[src/hdl/serial_b_cfg_map.svh]
// Register map, field positions, reset values and clock rates of the port B configuration block.
// Assumes inclusion by a package or module that needs these names.
`ifndef SERIAL_B_CFG_MAP_SVH
`define SERIAL_B_CFG_MAP_SVH
// ==========================================================================
// Register offsets
`define SERIAL_B_CONFIG_IDX      8'h40
`define SERIAL_B_CONFIG_ADDR     12'h040
`define PORT_A_VIEW_ADDR         12'h044
`define STRAP_VIEW_ADDR          12'h048
// ==========================================================================
// Field positions
`define MUSIC_CLK_BIT            7
`define IRQ_SEL_BIT              4
`define ADDR_SEL_HI              3
`define ADDR_SEL_LO              1
`define ENABLE_BIT               0
`define WRITABLE_MASK            8'h9F
// ==========================================================================
// Reset values
`define SERIAL_B_CONFIG_RESET    8'h00
// ==========================================================================
// Clock rates
`define CORE_CLK_HZ              50000000
`define UART_STD_HZ              1846200
`define UART_MUSIC_HZ            2000000
// ==========================================================================
// Timing counts
`define PIN_SYNC_FILL            2'h3
// ==========================================================================
// Decoded window bases, one for each address select code
`define WIN_0                    10'h3F8
`define WIN_1                    10'h2F8
`define WIN_2                    10'h220
`define WIN_3                    10'h228
`define WIN_4                    10'h238
`define WIN_5                    10'h2E8
`define WIN_6                    10'h338
`define WIN_7                    10'h3E8
`endif

[src/hdl/serial_b_cfg_pkg.sv]
// Types shared by the port B configuration block.
// Assumes the map header sits beside it.
`include "serial_b_cfg_map.svh"
package serial_b_cfg_pkg;
	// ======================================================================
	// Configuration modes
	typedef enum logic [1:0] {
		hw_basic_config_mode       = 2'b00,
		hw_extended_config_mode    = 2'b01,
		sw_motherboard_config_mode = 2'b10,
		sw_addin_config_mode       = 2'b11
	} config_mode_t;

	typedef enum logic [0:0] {
		strap_wait = 1'b0,
		strap_done = 1'b1
	} strap_state_t;

	// Stored register fields.
	typedef struct packed {
		logic       music_clock_select;
		logic       interrupt_line_select;
		logic [2:0] port_address_select;
		logic       port_enable_bit;
	} cfg_fields_t;

	// Strap pins caught at powerup.
	typedef struct packed {
		logic       enable;
		logic       irq_sel;
		logic [2:0] addr_sel;
	} strap_t;

	// Port A view needed for clash detection.
	typedef struct packed {
		logic       enable;
		logic [2:0] addr_sel;
	} port_a_view_t;

	// Outputs steering the serial core.
	typedef struct packed {
		logic       port_active;
		logic       irq3_route;
		logic       irq4_route;
		logic       addr_clash;
		logic [9:0] io_base;
	} port_ctl_t;
endpackage

[src/hdl/serial_b_cfg.sv]
// Configuration register of serial port B with APB access, strap load and clock select.
// Assumes a single 50 MHz clock; mode and strap pins may be asynchronous, port A state is not.
// Contract
// - Bit 7 selects 2 MHz over 1.8462 MHz
// - Bit 4 routes interrupt to IRQ3 or IRQ4
// - Bits 3:1 select one of eight windows
// - Port operates only while enable bit set
// - Hardware modes load straps; software modes disable
// - Software modes reset address select to 000
// - Software modes reset interrupt select to IRQ3
// - Hard reset presents 0RR0 0000
// - Address clash with port A disables port B
// - Shared interrupt line between ports is allowed
// - Enable write leaves direct powerdown bit alone
//
// Chosen here: register access over APB.
`timescale 1ns/1ns
`default_nettype none
`include "serial_b_cfg_map.svh"
module serial_b_cfg
	import serial_b_cfg_pkg::*;
#(
	parameter int unsigned ACC_W = 24
) (
	// Clock and reset
	input  wire logic         core_clk,
	input  wire logic         reset,
	// APB slave
	input  wire logic         psel,
	input  wire logic         penable,
	input  wire logic         pwrite,
	input  wire logic [11:0]  paddr,
	input  wire logic [31:0]  pwdata,
	output var  logic [31:0]  prdata,
	output var  logic         pready,
	output var  logic         pslverr,
	// Powerup configuration
	input  wire config_mode_t config_mode,
	input  wire strap_t       strap,
	// Port A state
	input  wire port_a_view_t port_a,
	// Port B core control
	input  wire logic         direct_powerdown_bit,
	output var  port_ctl_t    port_ctl,
	output var  logic         powerdown_view,
	output var  logic         uart_clk_en
);
	// ======================================================================
	// Elaboration checks
	if (ACC_W < 22 || ACC_W > 30) begin : g_bad_acc
		$error("ACC_W must lie between 22 and 30.");
	end

	localparam logic [ACC_W-1:0] STD_STEP   =
		ACC_W'((64'(`UART_STD_HZ) << ACC_W) / 64'(`CORE_CLK_HZ));
	localparam logic [ACC_W-1:0] MUSIC_STEP =
		ACC_W'((64'(`UART_MUSIC_HZ) << ACC_W) / 64'(`CORE_CLK_HZ));

	// ======================================================================
	// State
	// Mode and strap pins as one sample, for the pin synchroniser.
	typedef struct packed {
		config_mode_t mode;
		strap_t       strap;
	} pin_sample_t;

	typedef struct packed {
		strap_state_t     phase;
		pin_sample_t      sync1;
		pin_sample_t      sync2;
		pin_sample_t      sync3;
		pin_sample_t      pins;
		logic [1:0]       fill;
		cfg_fields_t      cfg;
		logic [ACC_W-1:0] acc;
		logic             clk_en;
		port_ctl_t        ctl;
		logic             pd_view;
		logic [31:0]      rdata;
		logic             ready;
		logic             err;
	} state_t;

	state_t state;
	state_t next_state;

	function automatic logic [9:0] window_base(input logic [2:0] sel);
		case (sel)
			3'b000:  window_base = `WIN_0;
			3'b001:  window_base = `WIN_1;
			3'b010:  window_base = `WIN_2;
			3'b011:  window_base = `WIN_3;
			3'b100:  window_base = `WIN_4;
			3'b101:  window_base = `WIN_5;
			3'b110:  window_base = `WIN_6;
			default: window_base = `WIN_7;
		endcase
	endfunction

	function automatic logic [7:0] pack_cfg(input cfg_fields_t c);
		logic [7:0] v;
		v = 8'h00;
		v[`MUSIC_CLK_BIT]               = c.music_clock_select;
		v[`IRQ_SEL_BIT]                 = c.interrupt_line_select;
		v[`ADDR_SEL_HI:`ADDR_SEL_LO]    = c.port_address_select;
		v[`ENABLE_BIT]                  = c.port_enable_bit;
		pack_cfg = v;
	endfunction

	function automatic logic is_hw_mode(input config_mode_t m);
		is_hw_mode = (m == hw_basic_config_mode) || (m == hw_extended_config_mode);
	endfunction

	logic setup;
	logic access;
	logic [ACC_W:0] acc_sum;
	logic clash;
	logic pin_load;
	assign setup  = psel && !penable;
	assign access = psel && penable && state.ready;
	assign pin_load = (state.phase == strap_wait) && (state.fill == `PIN_SYNC_FILL)
		&& (state.sync2 == state.sync3);

	always_comb begin
		next_state       = state;
		next_state.ready = 1'b0;
		next_state.err   = 1'b0;
		acc_sum          = '0;
		clash            = 1'b0;
		// ==================================================================
		// Pin synchroniser: a new value counts once stages two and three agree.
		next_state.sync1 = '{mode: config_mode, strap: strap};
		next_state.sync2 = state.sync1;
		next_state.sync3 = state.sync2;
		if (state.sync2 == state.sync3) begin
			next_state.pins = state.sync3;
		end
		// ==================================================================
		// Powerup load once the synchroniser has filled, so a pin still settling is never taken.
		case (state.phase)
			strap_wait: begin
				if (state.fill != `PIN_SYNC_FILL) begin
					next_state.fill = state.fill + 2'h1;
				end else if (pin_load) begin
					if (is_hw_mode(state.sync3.mode)) begin
						next_state.cfg.port_enable_bit       = state.sync3.strap.enable;
						next_state.cfg.interrupt_line_select = state.sync3.strap.irq_sel;
						next_state.cfg.port_address_select   = state.sync3.strap.addr_sel;
					end else begin
						next_state.cfg.port_enable_bit       = 1'b0;
						next_state.cfg.interrupt_line_select = 1'b0;
						next_state.cfg.port_address_select   = 3'b000;
					end
					next_state.phase = strap_done;
				end
			end
			strap_done: begin
				next_state.phase = strap_done;
			end
			default: begin
				next_state.phase = strap_done;
			end
		endcase
		// ==================================================================
		// APB slave: one wait state, so pready rises in the second access cycle.
		if (setup || (psel && penable && !state.ready)) begin
			next_state.ready = psel && penable;
		end
		if (psel && penable && !state.ready) begin
			next_state.rdata = 32'h0000_0000;
			case (paddr)
				`SERIAL_B_CONFIG_ADDR: begin
					next_state.rdata = {24'h00_0000, pack_cfg(state.cfg)};
				end
				`PORT_A_VIEW_ADDR: begin
					next_state.rdata = {27'h000_0000, state.ctl.addr_clash, state.pd_view,
						state.ctl.port_active, 2'b00};
				end
				`STRAP_VIEW_ADDR: begin
					next_state.rdata = {25'h000_0000, state.pins};
				end
				default: begin
					next_state.err = 1'b1;
				end
			endcase
		end
		if (access && pwrite && (paddr == `SERIAL_B_CONFIG_ADDR)) begin
			// Bits 6:5 are masked out and stay zero.
			next_state.cfg.music_clock_select    = pwdata[`MUSIC_CLK_BIT];
			next_state.cfg.interrupt_line_select = pwdata[`IRQ_SEL_BIT];
			next_state.cfg.port_address_select   = pwdata[`ADDR_SEL_HI:`ADDR_SEL_LO];
			next_state.cfg.port_enable_bit       = pwdata[`ENABLE_BIT];
		end
		if (access && !pwrite) begin
			next_state.rdata = 32'h0000_0000;
		end
		// ==================================================================
		// Port steering. The clash only gates the port; powerdown is untouched.
		clash = state.cfg.port_enable_bit && port_a.enable
			&& (port_a.addr_sel == state.cfg.port_address_select);
		next_state.ctl.addr_clash  = clash;
		next_state.ctl.port_active = state.cfg.port_enable_bit && !clash;
		next_state.ctl.io_base     = window_base(state.cfg.port_address_select);
		// Port A may use the same line; no lockout is applied here.
		next_state.ctl.irq3_route  = !state.cfg.interrupt_line_select;
		next_state.ctl.irq4_route  = state.cfg.interrupt_line_select;
		// Powerdown is read through a mux and never cleared by enabling.
		next_state.pd_view = direct_powerdown_bit;
		// ==================================================================
		// Core clock enable from a phase accumulator; jitter is one core cycle.
		acc_sum = {1'b0, state.acc}
			+ {1'b0, (state.cfg.music_clock_select ? MUSIC_STEP : STD_STEP)};
		next_state.acc    = acc_sum[ACC_W-1:0];
		next_state.clk_en = acc_sum[ACC_W];
	end

	always_ff @(posedge core_clk or posedge reset) begin
		if (reset) begin
			state       <= '0;
			state.phase <= strap_wait;
		end else begin
			state <= next_state;
		end
	end

	assign prdata         = state.rdata;
	assign pready         = state.ready;
	assign pslverr        = state.err;
	assign port_ctl       = state.ctl;
	assign powerdown_view = state.pd_view;
	assign uart_clk_en    = state.clk_en;
endmodule
`default_nettype wire

[config.mk]
export PLATFORM = sky130hd
export DESIGN_NAME = serial_b_cfg
export DESIGN_NICKNAME = d
export VERILOG_FILES = /design/src/hdl/serial_b_cfg_pkg.sv /design/src/hdl/serial_b_cfg.sv
export VERILOG_INCLUDE_DIRS = /design/src /design/src/hdl
export SDC_FILE = /design/constraint.sdc
export NUM_CORES = 1
export LEC_CHECK = 0
export BUFFER_PORTS_ARGS = -buffer_cell sky130_fd_sc_hd__buf_2
export CORE_MARGIN = 4
export CORE_UTILIZATION = 52
export DETAILED_ROUTE_END_ITERATION = 8
export GPL_ROUTABILITY_DRIVEN = 0
export PLACE_DENSITY = 0.79
export SYNTH_ARGS = -nofsm -noshare
export SYNTH_HDL_FRONTEND = slang
export SYNTH_SLANG_ARGS = --single-unit
[constraint.sdc]
create_clock -name core_clk -period 3.6 [get_ports core_clk]
set_clock_uncertainty 0.05 [all_clocks]
set_input_delay 0.54 -clock core_clk [delete_from_list [all_inputs] [get_ports core_clk]]
set_output_delay 0.54 -clock core_clk [all_outputs]
set_load 0.03 [all_outputs]
Word-level counts from Yosys, hierarchy flattened:

Cells that the tools add are included.

* flip-flop bits (word level): 111
* logic and storage cells: 94
* input bits: 61
* output and inout port bits: 50

* bitwise logic cells: 1
* reductions and logical operators: 26
* multiplexer cells: 16
* $add $sub $neg: 2
* eq/ne operators: 16

Operator list (number)
* two-way mux 32 bit: 2
* case mux 9 bit (7 select lines): 1
* == test 12 x 7 -> 1 bit, second input constant: 3
* adder 24 x 20 -> 25 bit: 1
* two-way mux 5 bit: 5
* case mux 8 bit (3 select lines): 1
* two-way mux 18 bit: 1
* logical AND 1 bit: 12
* == test 3 bit, second input constant: 3
* == test 7 bit: 1
* == test 3 x 2 -> 1 bit, second input constant: 2
* logical NOT 1 bit: 5
* two-way mux 1 bit: 5
* inequality test 2 x 1 -> 1 bit, second input constant: 2
* nonzero test 2 bit: 2
* == test 3 x 1 -> 1 bit, second input constant: 1
* == test 3 bit: 1
* logical NOT 3 bit: 1
* AND reduction 3 bit: 1
* OR reduction 3 bit: 1
* adder 2 x 1 -> 2 bit, second input constant: 1
* == test 2 x 1 -> 1 bit, second input constant: 1
* == test 2 bit, second input constant: 1
* logical NOT 2 bit: 1
* 5 further kinds: 6

Depth between registers and ports, before layout:

* depth in word-level cells: 7
* gate-level depth with buffers: 8
* mapped depth without buffers: 8

Worst setup path before layout:

No wires, ideal clock.

* path type: input -> register
* start: input port paddr[1]
* end: register state (netlist bit next_state[46])
* arrival time: 2.322 ns
* path buffers: 1
* slack: 1.103 ns
* setup time: 0.125 ns
* required time: 3.425 ns
* stages: 5
* path through: or4_4 -> or3_1 -> or4_4 -> buf_6 -> mux2_4

* word-level cells in the longest chain between the ends: 4
* elaborated cells between the ends (all ways): 7
* classes of those cells: 3 x eq/ne; 1 x mux; 3 x reduce/logical

RTL lines
* from (decl): line serial_b_cfg.sv:32 `input wire logic [11:0] paddr,`
* == test 12 x 7 -> 1 bit (*)
* logical AND 1 bit (*): line serial_b_cfg.sv:187 `` if (access && pwrite && (paddr == `SERIAL_B_CONFIG_ADDR)) begin ``
* inequality test 2 x 1 -> 1 bit (no line) / nonzero test 2 bit (equally long branches)
* AND reduction 3 bit (no line)
* to (signal assigned): line serial_b_cfg.sv:222 `state <= next_state;`
* to (decl): line serial_b_cfg.sv:84 `state_t state;`

Mark *: on every way between the ends. The rest lies on a longest branch, timed or not.
A chain may end at the register's enable or synchronous reset.

Final worst setup path:

* start: register state[79] in the netlist's numbering
* end: register state (netlist bit uart_clk_en)

* word-level cells in the longest chain between the ends: 2

RTL lines
* two-way mux 18 bit: line serial_b_cfg.sv:212 `+ {1'b0, (state.cfg.music_clock_select ? MUSIC_STEP : STD_STEP)};`
* adder 24 x 20 -> 25 bit: line serial_b_cfg.sv:212
* net acc_sum[24]: line serial_b_cfg.sv:116 `logic [ACC_W:0] acc_sum;`

The timed path passes the listed nets, and every way through them passes these cells.

==> results.py <==
metrics = {
    "clock_tree": {
        "clock_latency_ns": 0.36,
        "cts_buffers": 9,
        "cts_hold_buf": 0,
        "cts_root_buffer": "clkbuf_8",
        "htreeDepth": 3,
        "postCtsSetupRepairBufs": 0,
        "cts_tree": "yes",
        "clk_pin_slew_ns": 0.08,
        "cts_resized": 0,
        "cts.sinks": 82,
        "clk_path_buf_depth": 2,
    },
    "worst_setup_path": {
        "worst_path_max_delay_cell": "a31oi_1",
        "crit_path_max_incr_delay_ns": 0.58,
        "end_kind": "flop",
        "rr_worst_depth": 8,
        "crit_path_cell_trace": "inv_1 -> ha_1 -> ha_1 -> nand3_1 -> a21o_1 -> a31oi_1 -> nor3_1 -> nor4b_1",
        "start_kind": "flop",
        "crit_path_max_fanout": 7,
        "cp_top_family": "compound AO/OA/AOI/OAI gates",
        "critPathArrivalTime_ns": 2.97,
        "cp_num_cells": 8,
        "worst-setup-path-type": "flop to flop",
        "crit_required_ns": 3.80,
        "crit_buf_inv": 1,
        "critPathMostFrequentCell": "ha_1",
    },
    "outcome": {
        "status": "complete, no violations",
    },
    "timing": {
        "period_share_pct": 76.8,
        "finalHoldViolations": 0,
        "fin_tns_setup_ns": 0,
        "grt_setup_unrepaired": "no",
        "setup_violations": 0,
        "worst_slew_pin_slew_ns": 0.751,
        "fmax_mhz": 362,
        "worst_slew_margin_rel_pct": 49.9,
        "period_needed_ns": 2.77,
        "slew_violations": 0,
    },
    "floorplan": {
        "ios": 111,
        "die_y_um": 95.8,
        "initial_core_util_pct": 54.4,
        "chipWidth_um": 95.8,
        "dieArea_um2": 9180,
        "num_rows": 31,
        "core_um2": 7370,
    },
    "yosys": {
        "async_flop_share_pct": 100,
        "synth_enable_flop_cells": 0,
        "synth_ff_type": "dfrtp_1",
        "avgSynthCellArea_um2": 11.4,
        "synthCells": 352,
        "synth_area_um2": 4010,
        "ys_seq_area_share_pct": 51.2,
        "ys_warn_count": 0,
        "ys_types": 51,
        "synth-seq-cells": 82,
    },
    "routing": {
        "wire_per_inst_um": 14.2,
        "dr.pass1.iters": 4,
        "viasPerCell": 5.28,
        "drc": 0,
        "vias": 2631,
        "initialDrtViolationCount": 87,
        "wirelength_um": 7050,
        "ant_nets": 0,
    },
    "final_layout": {
        "diodes": 0,
        "final_cell_mix": "dfrtp_1, buf_2, conb_1",
        "syn2layout_area_growth_pct": 8.74,
        "drive_above_1_share_pct": 25.3,
        "nNetsFinal": 467,
        "final_area_um2": 4360,
        "layout_commonest_cell": "dfrtp_1",
    },
    "pwr": {
        "p_leak_uw": 0.00209,
        "ir_drop_v": 0.000270,
        "p_per_area_nw_per_um2": 690,
    },
    "global_routing": {
        "grt_use_total_pct": 16.3,
        "grt_pass1_vias": 2538,
        "grt_pass1_wl_um": 11400,
        "grt_overflow": 0,
        "antenna_found_initial": 0,
        "grt_max_degree": 47,
    },
    "hold_path": {
        "min-delay-path-class": "input port to flop",
        "hold_depth": 1,
    },
    "placement": {
        "placed_area_um2": 4150,
        "dp_hpwl_um": 5260,
        "port_buffers": 57,
    },
    "run": {
        "cap_violations": 0,
    },
}
[layout make-up]
type	instances	area [µm²]
tap	99	124
sequential	82	2050
timing repair buffer	60	308
inverter	9	35.0
clock inverter	6	72.6
clock buffer	10	138
fill	620	3010
multi-input combinational	232	1630
[stage by stage]
stage	hold WS, ns	total power, µW	utilization [%]	cells	setup WS (ns)
after detailed placement	0.286	2320	56.3	482	0.816
after CTS	0.218	3030	59.2	498	0.802
after global routing	0.212	3220	59.2	498	0.575
after floorplan	0.281	2150	-	378	0.902
final	0.234	3010	59.2	498	0.834
after global placement	0.284	2270	56.3	482	0.933
[synth_stat cells (all sizes together) (9+ instances only)]
cell type | instances | area share, %
xnor2 | 15 | 3.3
nand3 | 10 | 1.2
xor2 | 10 | 2.2
o21ai | 10 | 1.2
a21oi | 10 | 1.2
ha | 12 | 3.7
mux2 | 18 | 5.6
nand2 | 21 | 2.0
buf | 49 | 9.2
inv | 9 | 0.84
nor2 | 9 | 0.84
dfrtp | 82 | 51
[power breakdown]
part           switching (µW)  leakage [µW]  internal, µW
Sequential                155      0.000993          1120
Clock                     344     0.0000971           346
Combinational             595       0.00100           446
Total                    1090       0.00209          1910
[per-layer routing]
metal / routed length, µm / track usage [%] / up-vias
li1: - / - / 1264
met1: 3100 / 20.8 / 1273
met2: 3340 / 26.4 / 84
met3: 485 / 3.75 / 10
met4: 124 / 7.70 / 0
met5: 0 / 0 / -
[sequential cells by signal, summed over array words and instances (netlist names)]
name,count
state,46
next_state,15
port_ctl,9
prdata,8
powerdown_view,1
pready,1
pslverr,1
uart_clk_en,1
[cells by family after synthesis]
family	synth area share, %
AOI/OAI and AO/OA	10.3
other	0.187
DFF	51.2
xor gates and xnor gates	5.46
and+or+nand+nor	11.5
adders and majority gates	3.75
muxes	7.12
buffers and inverters	10.6
[final timing paths]
| path | start | endpoint | slack [ns] |
|---|---|---|---|
| max in group asynchronous | reset | state[87] | 2.55 |
| worst min-delay path | strap[1] | next_state[97] | 0.23 |
| worst max-delay path | state[79] | uart_clk_en | 0.83 |
| worst min register to register | next_state[96] | next_state[89] | 0.30 |
| min in group asynchronous | reset | state[92] | 0.24 |
| worst max register to register | state[79] | uart_clk_en | 0.83 |
(Power assumes the default switching activity.)
